==> src/inc/nsc_consts.svh <==
// Function
// RQ1 - System configuration fields writable, readable, reset-preserved.
// RQ2 - Agent online bits gate I/O, local CSR.
// RQ3 - Controller online bits validate memory, CSR requests.
// RQ4 - Controller exist loaded at reset, writes ignored.
// RQ5 - Per-row bus interleave span: four or eight.
// RQ6 - Bank interleave span bits: two or four banks.
// RQ7 - Virtual index mask forces index bits zero.
// RQ8 - Board routing bit swaps even/odd board pairing.
// RQ9 - High-availability bits stored, drive nothing.
// RQ10 - Board interleave pair count; value two reserved.
// RQ11 - Forced node zero region size or disabled.
// RQ12 - Node identification number held in system register.
// RQ13 - Part number and version hard-wired, read-only.
// RQ14 - Subcomplex mask selects broadcast receivers, forward all.
// RQ15 - Bridge online set by software, reset clears.
// RQ16 - Read-only bridge installed bit.
// RQ17 - Read-only bridge width bit, one 32-bit.
// RQ18 - Intermediate controller field names routing hop.
// RQ19 - Agent identification reads input pins, writes ignored.
// RQ20 - Four slot registers; implementation bits left alone.
// RQ21 - Shared bus online gates processor, reset copies installed.
// RQ22 - Installed bit live pin; processor id fixed.
// RQ23 - Only fields used by controller implemented; the code also keeps fields it never uses, such as the high-availability bits.
// RQ24 - Unimplemented bits read zero, writes ignored.
`ifndef NSC_CONSTS_SVH
`define NSC_CONSTS_SVH

// Bit 0 is the most significant bit of the 64-bit word.
`define NSC_B(n) (63 - (n))

// Register selects on the CSR access port.
`define NSC_SEL_SYS       3'h0
`define NSC_SEL_AGENT     3'h1
`define NSC_SEL_SLOT0     3'h2

// System configuration field positions.
`define NSC_SYS_AG_ONL    `NSC_B(0):`NSC_B(7)
`define NSC_SYS_MC_ONL    `NSC_B(8):`NSC_B(15)
`define NSC_SYS_MC_EXIST  `NSC_B(16):`NSC_B(23)
`define NSC_SYS_BUS_SPAN  `NSC_B(24):`NSC_B(27)
`define NSC_SYS_BANK_SPAN `NSC_B(28):`NSC_B(31)
`define NSC_SYS_VIDX_MASK `NSC_B(35):`NSC_B(41)
`define NSC_SYS_BRD_ROUTE `NSC_B(46)
`define NSC_SYS_HA        `NSC_B(48):`NSC_B(50)
`define NSC_SYS_BRD_ILV   `NSC_B(54):`NSC_B(55)
`define NSC_SYS_FNZ_SIZE  `NSC_B(56):`NSC_B(57)
`define NSC_SYS_NODE_ID   `NSC_B(58):`NSC_B(61)

// Agent configuration field positions.
`define NSC_AG_PART       `NSC_B(0):`NSC_B(15)
`define NSC_AG_VER        `NSC_B(16):`NSC_B(19)
`define NSC_AG_SUBCPLX    `NSC_B(32):`NSC_B(39)
`define NSC_AG_BR_ONL     `NSC_B(55)
`define NSC_AG_BR_INST    `NSC_B(56)
`define NSC_AG_BR_WIDE    `NSC_B(57)
`define NSC_AG_INTER_MC   `NSC_B(58):`NSC_B(60)
`define NSC_AG_ID         `NSC_B(61):`NSC_B(63)

// Processor slot configuration field positions.
`define NSC_PS_IMPL       `NSC_B(55):`NSC_B(57)
`define NSC_PS_BUS_ONL    `NSC_B(58)
`define NSC_PS_INST       `NSC_B(59)
`define NSC_PS_ID         `NSC_B(62):`NSC_B(63)

// Reset values of the cleared online fields.
`define NSC_RST_ONL8      8'h00

`endif

==> src/inc/nsc_pkg.sv <==
package nsc_pkg;

	// Register selects carried by a CSR packet access.
	typedef enum logic [2:0] {
		NSC_R_SYS   = 3'b000,
		NSC_R_AGENT = 3'b001,
		NSC_R_SLOT0 = 3'b010,
		NSC_R_SLOT1 = 3'b011,
		NSC_R_SLOT2 = 3'b100,
		NSC_R_SLOT3 = 3'b101
	} nsc_sel_t;

	// One CSR access as decoded from a packet.
	typedef struct packed {
		logic        valid;
		logic        write;
		logic [2:0]  sel;
		logic [63:0] wdata;
	} nsc_csr_req_t;

	// Answer to one CSR access.
	typedef struct packed {
		logic        ack;
		logic [63:0] rdata;
	} nsc_csr_rsp_t;

endpackage : nsc_pkg

==> src/design/nsc_regs.sv <==
`timescale 1ns/1ps
`include "nsc_consts.svh"

module nsc_regs
	import nsc_pkg::*;
#(
	parameter logic [15:0] PART_NUMBER = 16'h0A5A, // Arbitrary value.
	parameter logic [3:0]  VERSION     = 4'h1      // Arbitrary value.
)
(
	input  wire logic         core_clk,
	input  wire logic         rst_n,
	input  wire nsc_csr_req_t csr_req,
	output nsc_csr_rsp_t      csr_rsp,
	input  wire logic [7:0]   mc_exist_pins,
	input  wire logic         bridge_inst_pin,
	input  wire logic         bridge_wide_pin,
	input  wire logic [2:0]   agent_id_pins,
	input  wire logic [3:0]   proc_inst_pins,
	input  wire logic [2:0]   chk_agent,
	output logic              agent_ok,
	input  wire logic [2:0]   chk_mc,
	output logic              mc_ok,
	output logic              bridge_ok,
	output logic [3:0]        proc_ok,
	input  wire logic [6:0]   vindex_in,
	output logic [6:0]        vindex_out,
	input  wire logic         req_odd,
	output logic              board_odd,
	output logic [7:0]        bcast_agents,
	output logic [3:0]        bus_span,
	output logic [3:0]        bank_span,
	output logic [1:0]        brd_ilv,
	output logic [1:0]        fnz_size,
	output logic [3:0]        node_id,
	output logic [2:0]        inter_mc
);

	// Online masks, cleared by reset.
	logic [7:0]  ag_onl_q;
	logic [7:0]  mc_onl_q;
	// Controller existence, captured from the straps.
	logic [7:0]  mc_exist_q;
	// Fields that keep their value across reset.
	logic [3:0]  bus_span_q;
	logic [3:0]  bank_span_q;
	logic [6:0]  vindex_mask_q;
	logic        brd_route_q;
	logic [2:0]  ha_q;
	logic [1:0]  brd_ilv_q;
	logic [1:0]  fnz_q;
	logic [3:0]  node_id_q;
	logic [7:0]  subcplx_q;
	logic [2:0]  inter_mc_q;
	// Bridge online, cleared by reset.
	logic        br_onl_q;
	// Per-slot implementation bits and per-bus online bits.
	logic [2:0]  impl_q [4];
	logic [1:0]  bus_onl_q;
	// Low while reset is held and up to the first edge after release.
	logic        init_q;
	// Answer registers.
	logic        ack_q;
	logic [63:0] rdata_q;
	logic [63:0] rdata_d;
	// Decoded write strobes.
	logic        wr_sys;
	logic        wr_ag;
	logic [3:0]  wr_slot;
	logic        slot_hit;
	logic [1:0]  slot_idx;
	logic [2:0]  slot_off;

	// Decode a write; a write to an unknown select hits nothing.
	always_comb
	begin
		wr_sys   = csr_req.valid && csr_req.write
			&& (csr_req.sel == `NSC_SEL_SYS);
		wr_ag    = csr_req.valid && csr_req.write
			&& (csr_req.sel == `NSC_SEL_AGENT);
		slot_off = csr_req.sel - `NSC_SEL_SLOT0;
		slot_hit = (csr_req.sel >= `NSC_SEL_SLOT0)
			&& (slot_off < 3'h4);
		slot_idx = slot_off[1:0];
		wr_slot  = 4'h0;
		if (csr_req.valid && csr_req.write && slot_hit)
		begin
			wr_slot[slot_idx] = 1'b1;
		end
	end

	// The straps are caught on every edge while init_q is low, up to the
	// first edge after release, so the asynchronous reset loads nothing but constants.
	always_ff @(posedge core_clk or negedge rst_n)
	begin
		if (!rst_n)
		begin
			init_q <= 1'b0;
		end
		else
		begin
			init_q <= 1'b1;
		end
	end

	// Existence is loaded from the straps; writes never touch it.
	always_ff @(posedge core_clk)
	begin
		if (!init_q)
		begin
			mc_exist_q <= mc_exist_pins; // [RQ4]
		end
	end

	// Online masks: cleared by reset, then under software control.
	always_ff @(posedge core_clk or negedge rst_n)
	begin
		if (!rst_n)
		begin
			ag_onl_q <= `NSC_RST_ONL8; // [RQ2]
			mc_onl_q <= `NSC_RST_ONL8; // [RQ3]
			br_onl_q <= 1'b0; // [RQ15]
		end
		else
		begin
			if (wr_sys)
			begin
				ag_onl_q <= csr_req.wdata[`NSC_SYS_AG_ONL]; // [RQ2]
				mc_onl_q <= csr_req.wdata[`NSC_SYS_MC_ONL]; // [RQ3]
			end
			if (wr_ag)
			begin
				br_onl_q <= csr_req.wdata[`NSC_AG_BR_ONL]; // [RQ15]
			end
		end
	end

	// Configuration fields with no reset: a warm reset must not lose the
	// interleave and identity setup. Until first written they are
	// undefined, which firmware must cover.
	always_ff @(posedge core_clk)
	begin
		if (wr_sys)
		begin
			bus_span_q  <= csr_req.wdata[`NSC_SYS_BUS_SPAN]; // [RQ1] [RQ5]
			bank_span_q <= csr_req.wdata[`NSC_SYS_BANK_SPAN]; // [RQ6]
			vindex_mask_q <= csr_req.wdata[`NSC_SYS_VIDX_MASK]; // [RQ7]
			brd_route_q <= csr_req.wdata[`NSC_SYS_BRD_ROUTE]; // [RQ8]
			ha_q        <= csr_req.wdata[`NSC_SYS_HA]; // [RQ9]
			brd_ilv_q   <= csr_req.wdata[`NSC_SYS_BRD_ILV]; // [RQ10]
			fnz_q       <= csr_req.wdata[`NSC_SYS_FNZ_SIZE]; // [RQ11]
			node_id_q   <= csr_req.wdata[`NSC_SYS_NODE_ID]; // [RQ12]
		end
		if (wr_ag)
		begin
			subcplx_q  <= csr_req.wdata[`NSC_AG_SUBCPLX]; // [RQ14]
			inter_mc_q <= csr_req.wdata[`NSC_AG_INTER_MC]; // [RQ18]
		end
	end

	// Per-slot implementation bits, held as written.
	always_ff @(posedge core_clk)
	begin
		for (int i = 0; i < 4; i++)
		begin
			if (wr_slot[i])
			begin
				impl_q[i] <= csr_req.wdata[`NSC_PS_IMPL]; // [RQ20]
			end
		end
	end

	// Bus online is one bit per bus, so a write through either slot of a
	// bus changes what both slots read. After reset it copies the
	// installed straps of that bus.
	always_ff @(posedge core_clk)
	begin
		if (!init_q)
		begin
			bus_onl_q[0] <= |proc_inst_pins[1:0]; // [RQ21]
			bus_onl_q[1] <= |proc_inst_pins[3:2]; // [RQ21]
		end
		else
		begin
			for (int b = 0; b < 2; b++)
			begin
				if (wr_slot[2*b] || wr_slot[2*b+1])
				begin
					bus_onl_q[b] <= csr_req.wdata[`NSC_PS_BUS_ONL]; // [RQ21]
				end
			end
		end
	end

	// Read data; every bit not assembled here reads as zero.
	always_comb
	begin
		rdata_d = 64'h0000_0000_0000_0000; // [RQ24]
		unique case (1'b1)
			csr_req.sel == `NSC_SEL_SYS:
			begin
				rdata_d[`NSC_SYS_AG_ONL]    = ag_onl_q;
				rdata_d[`NSC_SYS_MC_ONL]    = mc_onl_q;
				rdata_d[`NSC_SYS_MC_EXIST]  = mc_exist_q;
				rdata_d[`NSC_SYS_BUS_SPAN]  = bus_span_q; // [RQ1]
				rdata_d[`NSC_SYS_BANK_SPAN] = bank_span_q;
				rdata_d[`NSC_SYS_VIDX_MASK] = vindex_mask_q;
				rdata_d[`NSC_SYS_BRD_ROUTE] = brd_route_q;
				rdata_d[`NSC_SYS_HA]        = ha_q;
				rdata_d[`NSC_SYS_BRD_ILV]   = brd_ilv_q;
				rdata_d[`NSC_SYS_FNZ_SIZE]  = fnz_q;
				rdata_d[`NSC_SYS_NODE_ID]   = node_id_q;
			end
			csr_req.sel == `NSC_SEL_AGENT:
			begin
				rdata_d[`NSC_AG_PART]     = PART_NUMBER; // [RQ13]
				rdata_d[`NSC_AG_VER]      = VERSION; // [RQ13]
				rdata_d[`NSC_AG_SUBCPLX]  = subcplx_q;
				rdata_d[`NSC_AG_BR_ONL]   = br_onl_q;
				rdata_d[`NSC_AG_BR_INST]  = bridge_inst_pin; // [RQ16]
				rdata_d[`NSC_AG_BR_WIDE]  = bridge_wide_pin; // [RQ17]
				rdata_d[`NSC_AG_INTER_MC] = inter_mc_q;
				rdata_d[`NSC_AG_ID]       = agent_id_pins; // [RQ19]
			end
			slot_hit:
			begin
				rdata_d[`NSC_PS_IMPL]    = impl_q[slot_idx];
				rdata_d[`NSC_PS_BUS_ONL] = bus_onl_q[slot_idx[1]];
				rdata_d[`NSC_PS_INST]    = proc_inst_pins[slot_idx]; // [RQ22]
				rdata_d[`NSC_PS_ID]      = slot_idx; // [RQ22]
			end
			default:
			begin
				rdata_d = 64'h0000_0000_0000_0000; // [RQ24]
			end
		endcase
	end

	// Every access is answered on the following edge.
	always_ff @(posedge core_clk or negedge rst_n)
	begin
		if (!rst_n)
		begin
			ack_q   <= 1'b0;
			rdata_q <= 64'h0000_0000_0000_0000;
		end
		else
		begin
			ack_q <= csr_req.valid;
			if (csr_req.valid && !csr_req.write)
			begin
				rdata_q <= rdata_d;
			end
		end
	end

	assign csr_rsp.ack   = ack_q;
	assign csr_rsp.rdata = rdata_q;

	// Request checks and routing controls. The high-availability bits are
	// stored only; nothing here reads them. This agent keeps only the
	// fields it uses plus those firmware expects to read back.
	always_comb
	begin
		agent_ok     = ag_onl_q[chk_agent]; // [RQ2] [RQ23]
		mc_ok        = mc_onl_q[chk_mc]; // [RQ3]
		bridge_ok    = br_onl_q && bridge_inst_pin; // [RQ15]
		for (int p = 0; p < 4; p++)
		begin
			proc_ok[p] = bus_onl_q[p/2]; // [RQ21]
		end
		vindex_out   = vindex_in & ~vindex_mask_q; // [RQ7]
		board_odd    = req_odd ^ brd_route_q; // [RQ8]
		bcast_agents = subcplx_q; // [RQ14]
		bus_span     = bus_span_q; // [RQ5]
		bank_span    = bank_span_q; // [RQ6]
		brd_ilv      = brd_ilv_q; // [RQ10]
		fnz_size     = fnz_q; // [RQ11]
		node_id      = node_id_q; // [RQ12]
		inter_mc     = inter_mc_q; // [RQ18]
	end
endmodule : nsc_regs

==> config.mk <==
export PLATFORM = sky130hd
export DESIGN_NAME = nsc_regs
export DESIGN_NICKNAME = d
export VERILOG_FILES = /design/src/inc/nsc_pkg.sv /design/src/design/nsc_regs.sv
export VERILOG_INCLUDE_DIRS = /design/src /design/src/inc
export SDC_FILE = /design/constraint.sdc
export NUM_CORES = 1
export LEC_CHECK = 0
export BUFFER_PORTS_ARGS = -buffer_cell sky130_fd_sc_hd__buf_2
export CAP_MARGIN = 10
export CORE_MARGIN = 3
export CORE_UTILIZATION = 48
export DETAILED_ROUTE_END_ITERATION = 10
export HOLD_SLACK_MARGIN = 0.06
export PLACE_DENSITY = 0.82
export SYNTH_ARGS = -nofsm -noshare
export SYNTH_HDL_FRONTEND = slang
export SYNTH_SLANG_ARGS = --single-unit
==> constraint.sdc <==
create_clock -name core_clk -period 1.6 [get_ports core_clk]
set_input_delay 0.4 -clock core_clk [delete_from_list [all_inputs] [get_ports core_clk]]
set_output_delay 0.4 -clock core_clk [all_outputs]
set_load 0.01 [all_outputs]
==> key figures <==
Outcome
  – Status: complete, but fails checks
  – Failing checks: negative setup slack

CTS
  – Clk_lat worst skew: 520 ps
  – Cts bufs inserted: 17
  – CTS tree: built
  – Clk buf depth: 2
  – Reg clk slew, reported paths: 60 ps
  – Htree depth: 4
  – CTS sink cnt: 135
  – CTS Root Cell: clkbuf_8

Logic synthesis
  – Mapped Area: 0.00529 mm2
  – Xor/xnor cell area share of the yosys netlist: 0.165%
  – Asr flop ratio synth: 55.6%
  – EDFF count, synth: 60
  – Post-synthesis mux area share: 9.15%
  – Synth Area in Compound Gates: 9.86%
  – Main combinational cell family by area after synthesis: compound AO/OA/AOI/OAI gates
  – #FFs+latches synth: 135
  – Part of the Yosys area used for sequential elements: 69.5%
  – Synth Instances: 328
  – Post-Synth Simple-Gate Area: 6.07%
  – Most used DFF post-synth: dfrtp_1
  – Avg Synthesized Cell Area: 16.1 um2
  – Post-synth cell types: 35
  – Adder-cell share of the synthesized area: 0.709%
  – Yosys warnings: 0

Cells and area
  – Commonest non-fill, non-tap cell in the layout: buf_2
  – Ant diodes: 0
  – Layout Nets: 698
  – Final Cell Area: 0.00767 mm2
  – # fillers: 684
  – Post-route insts no fill: 742
  – Leading cell types in the layout, fill and taps excluded: buf_2, dfrtp_1, edfxtp_1, buf_4, dlygate4sd3_1
  – Share of cells above drive strength 1: 50.7%
  – Area delta synth->final: 44.8%

Critical path
  – Critical path launch point type: flip-flop
  – Arrival @ worst endpoint: 1800 ps
  – Critical path's top delay family: multiplexers
  – Largest stage delay, worst path: 480 ps
  – CP Cell Sequence: mux4_2 > mux2_2 > buf_6
  – Worst Path Buf+Inv: 1
  – Crit-path slowest cell: mux4_2
  – Crit Path Max Fanout: 2
  – CP endpoint kind: primary output
  – Critical path class: reg -> out
  – Critical path required time: 1200 ps

Floorplanning
  – Die Width: 111 um
  – Cell Rows: 37
  – Core Box Area: 0.0105 mm2
  – I/O Pins: 209
  – Die area: 0.0123 mm2
  – Initial core utilization: 50.4%
  – Die Y-Extent: 111 um

Timing
  – Hold WS: 115 ps
  – Final WS setup: -598 ps
  – Final Setup Violations: 3
  – Final Hold Viols: 0
  – RSZ-0062 raised after global routing: true
  – Final Skew: 7.73 ps
  – Max frequency: 455 MHz
  – Final min period: 2200 ps
  – Max-slew violations: 0
  – Fin crit share: 137%

Power and ir drop
  – Max VDD drop: 1.08 mV
  – Psw: 1.97 mW
  – Cell-internal power: 7.17 mW
  – Power Dens Cells: 1190 mW/mm2
  – Switching part of the total power: 21.6%
  – Flop pwr share: 43.4%
  – Power Total: 9.15 mW
  – Leakage: 3.70 nW
  – Gate power share: 12.4%
  – Clock power share: 44.2%

Global route
  – First-pass GRT wire length: 22300 um
  – Initial antenna violation count: 0
  – GRT Total Usage: 23.5%
  – Vias in the first global route: 4261
  – Largest net degree at the start of global routing: 76
  – Gr ovfl total: 0

Place
  – Pre-CTS setup slack: -268 ps
  – Port Buffer Count: 182
  – Cells after DPL: 668
  – RD Place Congestion: 0.826
  – Dpl hpwl: 9390 um
  – Cell Area, Placed: 0.00661 mm2

Run
  – Max-cap violations: 0

Route
  – Drt wl/cell: 18.9 um
  – Routed WL: 14000 um
  – Met2 wire length: 7260 um
  – First drt pass iteration count: 4
  – WL met3: 977 um
  – Top routing layer in use: met4
  – Initial DRC Count: 215
  – M1 WL: 5580 um
  – DRT antenna net count: 0
  – DRC Markers: 0
  – Vias per Instance: 5.22
  – DR vias: 3873

Min path
  – Hold crit path type: in -> reg
## through the flow
step                      util [%]  setup TNS (ps)
after CTS                     72.5           -1330
after global placement        62.9           -9310
after floorplan                  -               0
after detailed placement      62.9          -12070
final                         72.9           -1200
after global routing          72.9           -1800
## power by group through the flow
stage | Combinational, mW | Sequential [mW] | Clock [mW]
after global routing | 1.23 | 3.99 | 4.31
after floorplan | 0.410 | 4.05 | 0
after global placement | 0.952 | 4.01 | 0
after CTS | 1.11 | 3.97 | 4.11
after detailed placement | 0.992 | 4.03 | 0
final | 1.13 | 3.97 | 4.04
## cell families (layout without fill, tap and decap cells)
group	count (synthesis)	count (layout)
adder cells (fa/ha/maj)	3	3
XOR/XNOR	1	1
buffers and inverters	32	303
other	2	9
AO/OA/AOI/OAI	60	60
AND/OR/NAND/NOR	59	59
multiplexers	36	36
flip-flops	135	135
## worst reg2reg max path: stages, from the launching register on
cell and delay [ps]:
edfxtp_1 370, mux2_2 270, a222oi_1 350, o21ai_0 140
## worst paths after layout
path	slack, ps	start	to	cells after the start
setup reg to reg	340	impl_q[3][1]	rdata_q[7]	3
max in group asynchronous	810	rst_n	rdata_q[31]	3
hold / removal	110	csr_req[55]	mc_onl_q[7]	2
min in group asynchronous	450	rst_n	mc_onl_q[0]	3
setup / recovery	-600	ag_onl_q[0]	agent_ok	3
hold reg to reg	460	mc_exist_q[5]	rdata_q[45]	1
## synthesized netlist by cell type (all sizes together) (2+ instances only)
| library cell | count | area share, % |
|---|---|---|
| a22o | 32 | 5.3 |
| a222oi | 4 | 0.76 |
| nor2b | 8 | 0.99 |
| clkbuf | 4 | 0.28 |
| nand3 | 5 | 0.47 |
| nand2 | 14 | 0.99 |
| a22oi | 2 | 0.28 |
| nor3 | 3 | 0.38 |
| and3 | 4 | 0.47 |
| mux2 | 32 | 7.4 |
| nor2 | 11 | 0.78 |
| edfxtp | 60 | 34 |
| and2 | 10 | 1.2 |
| o21ai | 4 | 0.38 |
| a221o | 14 | 2.6 |
| buf | 24 | 3.9 |
| ha | 3 | 0.71 |
| conb | 2 | 0.14 |
| nand2b | 2 | 0.24 |
| a21oi | 2 | 0.19 |
| inv | 4 | 0.28 |
| mux4 | 4 | 1.7 |
| dfrtp | 75 | 35 |
## sequential cells by signal, indices dropped and copies added, names as in the netlist, 2 cells and up
register and cells:
ag_onl_q 8, brd_ilv 2, ha_q 3, fnz_size 2, node_id 4, impl_q 12, bank_span 4, bus_onl_q 2
bcast_agents 8, vindex_mask_q 7, rdata_q 56, mc_onl_q 8, bus_span 4, mc_exist_q 8, inter_mc 3
## what timing repair did
action	in CTS	in global routing
pin swaps	2	0
resized for setup	2	2
buffers inserted	2	5
setup endpoints to repair	6	11
hold buffers	35	0
endpoints found under the hold margin	116	0
## area by class of cell
type	count	area, um2	share of cell area, %
timing repair buffer	267	1750	22.8
sequential	135	3680	48.0
inverter	4	15.0	0.196
clock inverter	5	76.3	0.996
tap	136	170	2.22
clock buffer	27	556	7.25
multi-input combinational	168	1430	18.6
## metal layers
layer	vias up	global-route usage, %
li1	1753	-
met5	-	0
met4	0	8.43
met1	1922	27.6
met2	179	40.8
met3	19	7.31
Power figures use the tool's default switching activity.
